===== src/design/tmx_pkg.sv =====
// package of constants and types for the table move, trap and xor execution block
package tmx_pkg;
  localparam int unsigned DW = 16;
  localparam int unsigned AW = 32;
  // opcode fields
  localparam logic [7:0] OP_DATA_TO_PROGRAM_TABLE_WRITE = 8'hA7;
  localparam logic [7:0] OP_XOR = 8'h6C;
  localparam logic [15:0] OP_TRAP = 16'hBE51;
  localparam logic [7:0] OP_XOR_LK_HI = 8'hBF;
  localparam logic [2:0] OP_XOR_LK_LO = 3'h5;
  localparam logic [15:0] OP_XOR_LK16 = 16'hBE83;
  localparam logic [15:0] TRAP_VECTOR = 16'h0022;
  localparam int unsigned IND_BIT = 7;
  localparam int unsigned ARU_HI = 6;
  localparam int unsigned ARU_LO = 4;
  localparam int unsigned NBIT = 3;
  localparam int unsigned NAR_HI = 2;
  localparam int unsigned SHIFT_HI = 3;
  localparam int unsigned XOR_HI_SHIFT = 16;
  localparam int unsigned DP_SHIFT = 7;
  // fixed cycle figures for table write timing
  localparam logic [3:0] TW_BASE_INT = 4'h3;
  localparam logic [3:0] TW_BASE_EXT_DST = 4'h4;
  localparam logic [3:0] TW_SINGLE_ACCESS_RAM_CONFLICT = 4'h1;
  localparam logic [3:0] TW_EXT_CODE = 4'h1;
  localparam logic [3:0] TW_RPT_EXT_EXT = 4'h4;
  localparam logic [3:0] TW_RPT_SAME_SINGLE_ACCESS_RAM = 4'h2;
  // memory class of an operand
  typedef enum logic [1:0] {
    TMX_MEM_DUAL_ACCESS_RAM = 2'b00,
    TMX_MEM_SINGLE_ACCESS_RAM = 2'b01,
    TMX_MEM_EXT = 2'b10,
    TMX_MEM_ROM = 2'b11
  } tmx_mem_t;
  // address-modification options
  typedef enum logic [2:0] {
    TMX_ARU_NONE = 3'b000,
    TMX_ARU_DEC = 3'b001,
    TMX_ARU_INC = 3'b010,
    TMX_ARU_RSVD = 3'b011,
    TMX_ARU_BR_SUB = 3'b100,
    TMX_ARU_SUB0 = 3'b101,
    TMX_ARU_ADD0 = 3'b110,
    TMX_ARU_BR_ADD = 3'b111
  } tmx_aru_t;
  typedef enum logic [2:0] {
    TMX_ST_IDLE = 3'b000,
    TMX_ST_FETCH_LK = 3'b001,
    TMX_ST_TW_READ = 3'b010,
    TMX_ST_TW_WRITE = 3'b011,
    TMX_ST_TW_WAIT = 3'b100,
    TMX_ST_DONE = 3'b101
  } tmx_state_t;
  // memory request from the block
  typedef struct packed {
    logic dm_rd;
    logic [15:0] dm_addr;
    logic pm_wr;
    logic [15:0] pm_addr;
    logic [15:0] pm_wdata;
  } tmx_mem_req_t;
  // placement of table-write operands and wait states
  typedef struct packed {
    tmx_mem_t src;
    tmx_mem_t dst;
    logic code_ext;
    logic dst_code_same;
    logic src_dst_same;
    logic [3:0] wait_src;
    logic [3:0] wait_dst;
    logic [3:0] wait_code;
  } tmx_place_t;
endpackage


===== src/design/tmx_exec.sv =====
// execution of table write, software trap and exclusive-or
// What this block does
// RULE1: table write copies addressed data word to program address from accumulator low half
// RULE2: each transfer reads data memory first, then writes program memory
// RULE3: repeated table write increments program address by one per cycle
// RULE4: indirect mode updates current aux register and pointer once per word
// RULE5: seven address modification options including bit-reversed index add and subtract
// RULE6: optional next aux register field 0..7 selects new current register
// RULE7: single internal table write into dual-access RAM with internal code takes 3 cycles
// RULE8: repeated internal table write into dual-access RAM takes n+2 cycles
// RULE9: single write to external program takes 4+p, one more with external code
// RULE10: repeated external-to-external transfer takes 4n plus n times wait states
// RULE11: repeated transfer within one single-access RAM block takes 2n cycles
// RULE12: destination sharing block with code: single 4, repeated n+3 cycles
// RULE13: trap ignores and preserves the global interrupt mask
// RULE14: direct or indirect xor acts on accumulator 15:0, upper half kept
// RULE15: immediate xor shifts constant, zero fills, xors full accumulator
// RULE16: immediate xor shift 0..15 taken from first instruction word
// RULE17: xor never changes carry
// RULE18: table write saves program counter on micro stack, uses it, restores it
// RULE19: trap pushes next address on hardware stack and branches to 22h
// RULE20: fixed shift 16 immediate xor changes accumulator 31:16 only
`timescale 1ns/1ps
`default_nettype none
module tmx_exec (
  input wire logic clk_in, // 20 MHz clock
  input wire logic resetn_in, // asynchronous reset, active low
  input wire logic instr_valid_in, // instruction word offered
  input wire logic [15:0] instr_in, // instruction word
  input wire logic [15:0] pc_in, // address of the instruction
  input wire logic [15:0] lk_in, // second word, long immediate constant
  input wire logic [15:0] rpt_count_in, // repeat_next_instruction count, 0 for single
  input wire logic [6:0] data_page_pointer_in, // page for direct addressing
  input wire logic [15:0] dm_rdata_in, // data read from data memory
  input wire logic global_interrupt_mask_bit_in, // global interrupt mask
  input wire logic carry_in, // carry flag
  input wire tmx_pkg::tmx_place_t place_in, // operand placement and waits
  output logic busy_out, // instruction executing
  output logic done_out, // one-cycle completion pulse
  output logic [31:0] accumulator_register_out, // accumulator
  output logic [15:0] pc_out, // program counter
  output logic [15:0] hw_stack_push_out, // value pushed on hardware stack
  output logic hw_stack_push_valid_out, // push strobe
  output logic global_interrupt_mask_bit_out, // mask after instruction
  output logic carry_out, // carry after instruction
  output logic [2:0] aux_register_pointer_out, // current aux register pointer
  output logic [15:0] auxiliary_register_out, // current aux register value
  output tmx_pkg::tmx_mem_req_t mem_out, // memory request
  output logic [7:0] cycles_out // table-write cycle figure from placement and repeat count, computed when the last instruction was taken
);
  import tmx_pkg::*;
  tmx_state_t state_reg;
  logic [31:0] acc_reg;
  logic [15:0] ar_reg [0:7];
  logic [2:0] arp_reg;
  logic [15:0] pc_reg, micro_return_stack_reg;
  logic [15:0] rpt_reg;
  logic [15:0] instr_reg;
  logic [7:0] cyc_reg, cyc_target_reg;
  logic busy_reg, done_reg, push_valid_reg;
  logic [15:0] push_reg;
  tmx_mem_req_t mem_reg;
  logic [15:0] ar_next;
  logic [15:0] dm_addr_next;
  logic is_ind;
  logic ar_step;
  logic tw_last;
  logic mask_reg, carry_reg;
  logic [15:0] ar_out_reg;

  function automatic logic [7:0] tw_cycles(input tmx_place_t p, input logic [15:0] n);
    logic [7:0] nn, t;
    nn = n[7:0] + 8'h01;
    t = 8'h00;
    if (n == 16'h0000) begin
      if (p.dst == TMX_MEM_EXT)
        t = 8'(TW_BASE_EXT_DST) + 8'(p.wait_dst) + (p.code_ext ? 8'(TW_EXT_CODE) : 8'h00); // RULE9
      else
        t = 8'(TW_BASE_INT) + ((p.dst == TMX_MEM_SINGLE_ACCESS_RAM && p.dst_code_same) ? 8'(TW_SINGLE_ACCESS_RAM_CONFLICT) : 8'h00); // RULE7
      if (p.src == TMX_MEM_EXT)
        t = t + 8'(p.wait_src);
    end else if (p.src == TMX_MEM_EXT && p.dst == TMX_MEM_EXT) begin
      t = 8'(8'(TW_RPT_EXT_EXT) * nn + nn * 8'(p.wait_src) + nn * 8'(p.wait_dst)); // RULE10
    end else if (p.dst == TMX_MEM_SINGLE_ACCESS_RAM && p.src == TMX_MEM_SINGLE_ACCESS_RAM && p.src_dst_same) begin
      t = 8'(nn + nn); // RULE11
    end else if (p.dst == TMX_MEM_SINGLE_ACCESS_RAM && p.dst_code_same) begin
      t = nn + 8'(TW_BASE_INT); // RULE12
    end else if (p.dst == TMX_MEM_EXT) begin
      // each word waits for its own external write
      t = 8'(nn + nn + 8'(TW_RPT_SAME_SINGLE_ACCESS_RAM) + nn * 8'(p.wait_dst));
    end else begin
      t = nn + 8'(TW_RPT_SAME_SINGLE_ACCESS_RAM); // RULE8
      if (p.src == TMX_MEM_EXT)
        t = t + 8'(nn * 8'(p.wait_src));
    end
    if (p.code_ext && n != 16'h0000)
      t = t + 8'(p.wait_code);
    return t;
  endfunction

  // opcode decodes shared by sequencer, program counter and accumulator
  function automatic logic is_data_to_program_table_write(input logic [15:0] op);
    return op[15:8] == OP_DATA_TO_PROGRAM_TABLE_WRITE;
  endfunction

  function automatic logic is_xor_lk(input logic [15:0] op);
    return op[15:8] == OP_XOR_LK_HI && op[7:4] == {1'b0, OP_XOR_LK_LO};
  endfunction

  function automatic logic is_xor_mem(input logic [15:0] op);
    return op[15:8] == OP_XOR;
  endfunction

  assign is_ind = instr_reg[IND_BIT];
  // in indirect mode the aux unit steps on each table-write read and on a memory xor
  assign ar_step = is_ind && ((state_reg == TMX_ST_TW_READ) ||
                   (state_reg == TMX_ST_FETCH_LK && is_xor_mem(instr_reg)));
  assign tw_last = (state_reg == TMX_ST_TW_WAIT) && (cyc_reg + 8'h01 >= cyc_target_reg);
  assign dm_addr_next = is_ind ? ar_reg[arp_reg] : {2'b00, data_page_pointer_in, instr_reg[6:0]};

  tmx_aru #(.W(DW)) u_aru (
    .ar_in(ar_reg[arp_reg]),
    .index_in(ar_reg[0]),
    .aru_in(instr_reg[ARU_HI:ARU_LO]),
    .ar_out(ar_next)
  );

  // sequencer
  always_ff @(posedge clk_in or negedge resetn_in) begin
    if (!resetn_in) begin
      state_reg <= TMX_ST_IDLE;
      busy_reg <= 1'b0;
      done_reg <= 1'b0;
      instr_reg <= 16'h0000;
      rpt_reg <= 16'h0000;
      cyc_reg <= 8'h00;
      cyc_target_reg <= 8'h00;
    end else begin
      done_reg <= 1'b0;
      cyc_reg <= cyc_reg + 8'h01;
      case (state_reg)
        TMX_ST_IDLE: begin
          if (instr_valid_in) begin
            instr_reg <= instr_in;
            rpt_reg <= rpt_count_in;
            cyc_reg <= 8'h01;
            busy_reg <= 1'b1;
            cyc_target_reg <= tw_cycles(place_in, rpt_count_in);
            if (is_data_to_program_table_write(instr_in))
              state_reg <= TMX_ST_TW_READ;
            else
              state_reg <= TMX_ST_FETCH_LK;
          end
        end
        TMX_ST_FETCH_LK: begin
          state_reg <= TMX_ST_DONE;
        end
        TMX_ST_TW_READ: begin
          // one read per cycle; the write of each word trails it by one cycle
          if (rpt_reg != 16'h0000) begin
            rpt_reg <= rpt_reg - 16'h0001; // RULE3
          end else begin
            state_reg <= TMX_ST_TW_WRITE; // RULE2
          end
        end
        TMX_ST_TW_WRITE: begin
          // last read of the block is on the bus here; its write goes out in TMX_ST_TW_WAIT
          state_reg <= TMX_ST_TW_WAIT;
        end
        TMX_ST_TW_WAIT: begin
          // hold until the cycle count for this placement is used
          if (tw_last) begin
            state_reg <= TMX_ST_DONE; // RULE7 RULE8 RULE9 RULE10 RULE11 RULE12
          end
        end
        TMX_ST_DONE: begin
          busy_reg <= 1'b0;
          done_reg <= 1'b1;
          state_reg <= TMX_ST_IDLE;
        end
        default: state_reg <= TMX_ST_IDLE;
      endcase
    end
  end

  // memory strobes of the table write
  always_ff @(posedge clk_in or negedge resetn_in) begin
    if (!resetn_in) begin
      mem_reg <= '0;
    end else begin
      mem_reg.dm_rd <= 1'b0;
      mem_reg.pm_wr <= 1'b0;
      // address comes from the current aux register or the page
      if (state_reg == TMX_ST_TW_READ) begin
        mem_reg.dm_rd <= 1'b1; // RULE2
        mem_reg.dm_addr <= dm_addr_next; // RULE1
      end
      // read data stands while the read strobe is high
      if (mem_reg.dm_rd) begin
        mem_reg.pm_wr <= 1'b1; // RULE2
        mem_reg.pm_addr <= pc_reg; // RULE1 RULE18
        mem_reg.pm_wdata <= dm_rdata_in; // RULE1
      end
    end
  end

  // program counter and micro stack
  always_ff @(posedge clk_in or negedge resetn_in) begin
    if (!resetn_in) begin
      pc_reg <= 16'h0000;
      micro_return_stack_reg <= 16'h0000;
      push_reg <= 16'h0000;
      push_valid_reg <= 1'b0;
    end else begin
      push_valid_reg <= 1'b0;
      if (state_reg == TMX_ST_IDLE && instr_valid_in) begin
        if (is_data_to_program_table_write(instr_in)) begin
          micro_return_stack_reg <= pc_in + 16'h0001; // RULE18
          pc_reg <= acc_reg[15:0]; // RULE1 RULE18
        end else if (instr_in == OP_TRAP) begin
          push_reg <= pc_in + 16'h0001; // RULE19
          push_valid_reg <= 1'b1; // RULE19
          pc_reg <= TRAP_VECTOR; // RULE19
        end else if (is_xor_lk(instr_in) || instr_in == OP_XOR_LK16) begin
          pc_reg <= pc_in + 16'h0002;
        end else begin
          pc_reg <= pc_in + 16'h0001;
        end
      end else if (mem_reg.dm_rd) begin
        pc_reg <= pc_reg + 16'h0001; // RULE3
      end else if (tw_last) begin
        pc_reg <= micro_return_stack_reg; // RULE18
      end
    end
  end

  // auxiliary registers, updated in indirect mode once per transferred word and once per memory xor
  for (genvar g = 0; g < 8; g++) begin : g_ar
    always_ff @(posedge clk_in or negedge resetn_in) begin
      if (!resetn_in) begin
        ar_reg[g] <= 16'h0000;
      end else if (ar_step && arp_reg == 3'(g)) begin
        ar_reg[g] <= ar_next; // RULE4 RULE5
      end
    end
  end

  // pointer moves only when the instruction names a next register
  always_ff @(posedge clk_in or negedge resetn_in) begin
    if (!resetn_in) begin
      arp_reg <= 3'h0;
    end else if (ar_step && instr_reg[NBIT]) begin
      arp_reg <= instr_reg[NAR_HI:0]; // RULE4 RULE6
    end
  end

  // accumulator
  always_ff @(posedge clk_in or negedge resetn_in) begin
    if (!resetn_in) begin
      acc_reg <= 32'h00000000;
    end else if (state_reg == TMX_ST_FETCH_LK) begin
      if (instr_reg == OP_XOR_LK16)
        acc_reg[31:16] <= acc_reg[31:16] ^ lk_in; // RULE20
      else if (is_xor_lk(instr_reg))
        acc_reg <= acc_reg ^ ({16'h0000, lk_in} << instr_reg[SHIFT_HI:0]); // RULE15 RULE16
      else if (is_xor_mem(instr_reg))
        acc_reg[15:0] <= acc_reg[15:0] ^ dm_rdata_in; // RULE14
    end
  end

  // trap and xor leave mask and carry as they were; outputs are registered copies
  always_ff @(posedge clk_in or negedge resetn_in) begin
    if (!resetn_in) begin
      mask_reg <= 1'b0;
      carry_reg <= 1'b0;
    end else begin
      mask_reg <= global_interrupt_mask_bit_in; // RULE13
      carry_reg <= carry_in; // RULE17
    end
  end

  // current aux register value, one cycle behind a pointer or register change
  always_ff @(posedge clk_in or negedge resetn_in) begin
    if (!resetn_in) begin
      ar_out_reg <= 16'h0000;
    end else begin
      ar_out_reg <= ar_reg[arp_reg];
    end
  end

  assign busy_out = busy_reg;
  assign done_out = done_reg;
  assign accumulator_register_out = acc_reg;
  assign pc_out = pc_reg;
  assign hw_stack_push_out = push_reg;
  assign hw_stack_push_valid_out = push_valid_reg;
  assign global_interrupt_mask_bit_out = mask_reg;
  assign carry_out = carry_reg;
  assign aux_register_pointer_out = arp_reg;
  assign auxiliary_register_out = ar_out_reg;
  assign mem_out = mem_reg;
  assign cycles_out = cyc_target_reg;
endmodule
`default_nettype wire


===== src/design/tmx_aru.sv =====
// auxiliary register address update unit
`timescale 1ns/1ps
`default_nettype none
module tmx_aru #(
  parameter int unsigned W = 16
) (
  input wire logic [W-1:0] ar_in, // current auxiliary register
  input wire logic [W-1:0] index_in, // index register value
  input wire logic [2:0] aru_in, // modification option
  output logic [W-1:0] ar_out // updated value
);
  import tmx_pkg::*;
  function automatic logic [W-1:0] rev(input logic [W-1:0] v);
    logic [W-1:0] r;
    r = '0;
    for (int i = 0; i < W; i++) begin
      r[i] = v[W-1-i];
    end
    return r;
  endfunction
  always_comb begin
    case (tmx_aru_t'(aru_in))
      TMX_ARU_INC: ar_out = ar_in + W'(1); // RULE5
      TMX_ARU_DEC: ar_out = ar_in - W'(1); // RULE5
      TMX_ARU_ADD0: ar_out = ar_in + index_in; // RULE5
      TMX_ARU_SUB0: ar_out = ar_in - index_in; // RULE5
      // reverse-carry done by reversing, adding, reversing back
      TMX_ARU_BR_ADD: ar_out = rev(rev(ar_in) + rev(index_in)); // RULE5
      TMX_ARU_BR_SUB: ar_out = rev(rev(ar_in) - rev(index_in)); // RULE5
      default: ar_out = ar_in; // RULE5
    endcase
  end
endmodule
`default_nettype wire


===== config.mk =====
export PLATFORM = sky130hd
export DESIGN_NAME = tmx_exec
export DESIGN_NICKNAME = d
export VERILOG_FILES = /design/src/design/tmx_pkg.sv /design/src/design/tmx_exec.sv /design/src/design/tmx_aru.sv
export SDC_FILE = /design/constraint.sdc
export NUM_CORES = 1
export LEC_CHECK = 0
export BUFFER_PORTS_ARGS = -buffer_cell sky130_fd_sc_hd__buf_4
export CORE_MARGIN = 2
export CORE_UTILIZATION = 65
export DETAILED_ROUTE_END_ITERATION = 12
export GPL_TIMING_DRIVEN = 1
export PLACE_DENSITY = 0.87
export SLEW_MARGIN = 20
export SYNTH_ARGS = -nofsm -noshare
export SYNTH_HDL_FRONTEND = slang
export SYNTH_SLANG_ARGS = --single-unit

===== constraint.sdc =====
create_clock -name clk_in -period 10.55 [get_ports clk_in]
set_clock_uncertainty 0.15 [all_clocks]
set_input_delay 2.6375 -clock clk_in [delete_from_list [all_inputs] [get_ports clk_in]]
set_output_delay 2.6375 -clock clk_in [all_outputs]
set_load 0.02 [all_outputs]

Word level (Yosys, flattened, before mapping)
Index checks and enable logic that the tools add are counted.
{"block": "totals", "reg_bits": 333, "input_bits": 111, "word_cells": 190}
{"block": "op_classes", "addsub": 25, "n_mul": 2, "order_cmp": 2, "eq_ne": 35, "n_shift": 1, "n_mux": 49, "n_bitwise": 6, "n_reduce_logical": 40}
{"cell": "two-way mux 16 bit", "count": 15}
{"cell": "two-way mux 8 bit", "count": 15}
{"cell": "one-hot mux 16 bit (6 select lines)", "count": 1}
{"cell": "adder 16 x 1 -> 16 bit, second input constant", "count": 3}
{"cell": "binary-select mux 16 bit (select 3 bit)", "count": 1}
{"cell": "== test 16 bit, second input constant", "count": 3}
{"cell": "adder 8 bit", "count": 5}
{"cell": "two-way mux 33 bit", "count": 1}
{"cell": "adder 16 bit", "count": 2}
{"cell": "one-hot mux 16 bit (2 select lines)", "count": 1}
{"cell": "nonzero test 16 bit", "count": 2}
{"cell": "<< shifter 16 x 4 -> 32 bit", "count": 1}
{"cell": "subtractor 16 x 1 -> 16 bit, second input constant", "count": 2}
{"cell": "subtractor 16 bit", "count": 2}
{"cell": "bitwise XOR 16 bit", "count": 2}
{"cell": "bitwise XOR 32 bit", "count": 1}
{"cell": "== test 3 bit, second input constant", "count": 10}
{"cell": "adder 8 x 2 -> 8 bit, second input constant", "count": 3}
{"cell": "== test 8 bit, second input constant", "count": 3}
{"cell": "logical AND 1 bit", "count": 20}
{"cell": "two-way mux 17 bit", "count": 1}
{"cell": "adder 16 x 2 -> 16 bit, second input constant", "count": 1}
{"cell": "adder 8 x 1 -> 8 bit, second input constant", "count": 2}
{"cell": "adder 8 x 4 -> 8 bit", "count": 2}
{"cell": "29 further kinds", "count": 61}

Longest topological paths before layout
{"block": "logic_depth", "ltp_word": 15, "ltp_mapped": 26, "mapped_depth_nobuf": 24}

Modules after synthesis
Synthesis repeated with hierarchy kept, for this count alone.
{"block": "unflattened", "cells_unflattened": 2370, "hier_area_um2": 22714.3}
{"module": "tmx_exec", "n_inst": 1, "cells_each": 1927, "area_each_um2": 19690.1, "seq_area_each_um2": 8333.0}
{"module": "tmx_aru", "n_inst": 1, "cells_each": 443, "area_each_um2": 3024.2, "seq_area_each_um2": 0.0}

Worst setup path before layout
Ideal clock, no wire load.
{"block": "synth_path", "path_kind": "input-to-reg", "startpoint": "input port rpt_count_in[0]", "endpoint": "register cyc_target_reg[7] (netlist: cycles_out[7])", "t_arrival_ns": 7.821, "required_ns": 10.277, "path_slack_ns": 2.456, "cell_stages": 24, "cell_sequence": "buf_6 -> inv_1 -> ha_1 -> clkbuf_1 -> nand2_1 -> fa_1 -> inv_1 -> fa_1 -> fa_1 -> ha_1 -> fa_1 -> nor2_1 -> a311oi_1 -> a21oi_1 -> a21oi_1 -> a21oi_1 -> nor2_1 -> ha_1 -> nor2b_1 -> o21ai_0 -> nor4_1 -> a211o_1 -> mux2i_1 -> o31ai_2"}
{"block": "synth_between", "elab_chain_cells": 13, "word_cells_on_any_way": 24, "classes_between": "10 x add/sub; 2 x mul; 9 x mux; 3 x reduce/logical"}
{"item": "start: declaration", "line": "tmx_exec.sv:32", "source": "input wire logic [15:0] rpt_count_in,"}
{"item": "branches (longest 12 deep; another with adder 8 x 1 -> 8 bit)"}
{"item": "two-way mux 8 bit (*)", "line": "tmx_exec.sv:96", "source": "if (p.code_ext && n != 16'h0000)"}
{"item": "end signal: assignment", "line": "tmx_exec.sv:148", "source": "cyc_target_reg <= tw_cycles(place_in, rpt_count_in);"}
{"item": "end: declaration", "line": "tmx_exec.sv:59", "source": "logic [7:0] cyc_reg, cyc_target_reg;"}
Mark *: on every way between the ends. The select of a mux whose other input is x is not followed.
A chain may end at the register's enable or synchronous reset.

Worst setup path in the final report
Same ends and word-level chain as after synthesis.

==> results.md <==
- Max-cap violations: 0
- Clock transition at the registers of the reported paths: 60 ps
- Syn nets: 2685
- Syn. warnings: 0
- Crit-path max FO: 13
- Full die area: 0.03624 sq mm
- Final period utilization: 80.19%
- CTS tree: done
- Tmin final: 8460 ps
- Data arrival time of the worst path: 8730 ps
- Combinational cell fraction of total power: 45.0%
- H-tree depth: 2
- Most common cell after layout, fill and taps aside: dfrtp_1
- Initial antenna violation count: 0
- Hold_buf cts: 0
- Core ar.: 0.03437 sq mm
- Hold depth: 1
- Max Slew Vio Count: 0
- Post-CTS setup buffer count: 0
- Crit. End Element: register
- Final hold vios: 0
- Setup TNS: 0 ps
- Critical path startpoint category: primary input
- R2r startpoint: aux_register_pointer_out[0]$_DFFE_PN0P_
- Final hold slack: 320.2 ps
- Worst Path Required: 10820 ps
- Clk pwr share: 24.2%
- Crit-path cells: buf_4 > and3_2 > xnor2_2 > clkinv_1 > and2_1 > fa_1 > inv_1 > fa_1 > inv_1 > ha_1 > a21oi_1 > xnor2_1 > fa_1 > ha_1 > o21ai_0 > nor2_1 > a21oi_1 > nor2_1 > a211oi_2 > a21oi_1 > nor4_1 > a211o_1 > mux2i_1 > o31ai_2
- Area occupied by multi-input gates: 0.01333 sq mm
- Residual DRC: 0
- Crit path kind: in2reg
- Endpoints failing setup: 0
- #FFs+latches synth: 333
- Pint: 0.003149 W
- Synthesized instance count: 2423
- Primary FF master, synth: dfrtp_1
- Drt first pass iters: 6
- Peak supply drop: 0.0001930 V
- Final instance area: 0.02593 sq mm
- Register-to-Register Path Depth: 16
- PortBufs: 256
- Share of layout cells above drive strength 1: 20.13%
- Largest net degree at the start of global routing: 171
- Hold endpoint: accumulator_register_out[27]$_DFFE_PN0P_
- Crit. Startpoint: rpt_count_in[0]
- # resized after CTS: 0
- R2r endpoint: ar_reg[43]$_DFFE_PN0P_
- Crit path largest cell delay: 530 ps
- Critical path's slowest cell: fa_1
- Largest register FFs: 128
- Sw Ratio: 41.79%
- Commonest non-fill, non-tap cells in the layout: dfrtp_1, buf_4, nand2_1
- Power Dens Cells: 208.7 mW/mm^2
- First-pass GRT wire length: 105700 um
- Clock Path Buffers: 3
- R2R Setup Slk: 4360 ps
- Worst path top cell family by delay: adder cells
- Total Routed Length: 66640 um
- Post-route ant nets: 0
- Rel. slew slack: 25.56%
- Max frequency: 118.2 MHz
- Nets: 2868
- Critical path buffers and inverters: 4
- Hold Crit Start: accumulator_register_out[27]$_DFFE_PN0P_
- Ys async rst share: 100.0%
- RD Place Congestion: 0.9677
- Unrepaired setup endpoints after global routing: false
- Diode count: 0
- CP Depth: 24
- Cell Area, Placed: 0.02469 sq mm
- Drt wl/cell: 21.62 um
- Rows: 68
- Sink Count: 333
- HP Class: reg2reg
- Fillers: 2327
- Synthesized area: 0.02257 sq mm
- Ports: 257
- Vias after detailed routing: 20140
- Status: complete, no violations
- Register area share after synthesis: 36.92%
- Distinct cells, synth: 94
- Area growth, synth to finish: 14.87%
- Reg area: 0.008337 sq mm
- GR Overflow Total: 0
- Avg Inst Size Synth: 9.316 sq um
- Number of buffers created by CTS: 36
- X dimension of the die: 190.4 um
- CTS root buf: clkbuf_16
- Vias in the first global route: 19780
- Via/cell ratio: 6.533
- Worst-Skew Late Latency: 540 ps
- Starting DRT DRC Count: 2130
- Total GRT Usage: 36.60%
- DIE HEIGHT: 190.4 um
- Switch Pwr: 0.002261 W
- Seq pwr share: 30.9%
- Lkg Pwr: 12.43 nW
- Post-synth EDFFs: 0
- Slew at the pin closest to its max-slew limit: 1111 ps
- Post-DP HPWL: 47360 um
- Initial Utilization: 65.67%
- Layout Utilization: 75.44%
[synth_stat cells (all sizes together), types with 46 or more instances]
| cell | number | area (sq um) |
|---|---|---|
| mux2 | 127 | 1430 |
| xor2 | 82 | 718.2 |
| nor2 | 241 | 904.6 |
| mux2i | 46 | 460.4 |
| a21oi | 177 | 889.6 |
| clkbuf | 108 | 465.5 |
| o21ai | 175 | 875.8 |
| ha | 120 | 1501 |
| nand2 | 265 | 994.7 |
| dfrtp | 333 | 8333 |
| inv | 101 | 379.1 |
| xnor2 | 62 | 550.5 |
[worst max path at each step]
stage               slack, ps                   endpoint
floorplan                2460  cycles_out[7]$_DFFE_PN0P_
finish                   2090  cycles_out[7]$_DFFE_PN0P_
global route             1720  cycles_out[7]$_DFFE_PN0P_
detailed placement       1650  cycles_out[7]$_DFFE_PN0P_
global placement         1910  cycles_out[7]$_DFFE_PN0P_
CTS                      2190  cycles_out[7]$_DFFE_PN0P_
[layer usage]
layer / part of all wire (%) / up-vias / global-route usage, %
met3: 8.5 / 217 / 5.815
met1: 40 / 9835 / 49.45
li1: - / 8978 / -
met4: 4.4 / 0 / 15.56
met2: 47 / 1111 / 58.95
met5: 0 / - / 0
[layout make-up]
| type | instances | area share, % |
|---|---|---|
| clock buffer | 50 | 4.068 |
| clock inverter | 10 | 0.5790 |
| sequential | 333 | 32.15 |
| tap | 455 | 2.196 |
| timing repair buffer | 276 | 8.058 |
| inverter | 106 | 1.534 |
| multi-input combinational | 1853 | 51.41 |
[per-stage QoR]
step / cells / total power [W] / setup slack, ps
after floorplan: 2423 / 0.003296 / 2456
after global placement: 3022 / 0.003931 / 1907
after detailed placement: 3022 / 0.004020 / 1654
after CTS: 3082 / 0.005349 / 2186
after global routing: 3083 / 0.005709 / 1723
final: 3083 / 0.005410 / 2090
[logic make-up after synthesis]
| family | count (synthesis) | synth area share [%] |
|---|---|---|
| compound gates | 599 | 16.51 |
| xor+xnor | 145 | 5.720 |
| simple gates | 750 | 15.28 |
| flops | 333 | 36.92 |
| fa+ha+maj | 152 | 9.445 |
| mux | 207 | 11.77 |
| buf+inv | 237 | 4.368 |
[power groups by stage]
stage                     clock, W  sequential (W)  combinational, W
after CTS                  0.00132         0.00166           0.00238
after floorplan                  0         0.00165           0.00165
after global placement           0         0.00167           0.00226
after detailed placement         0         0.00168           0.00234
final                      0.00131         0.00167           0.00243
after global routing       0.00136         0.00169           0.00266
Power figures use the tool's default switching activity.
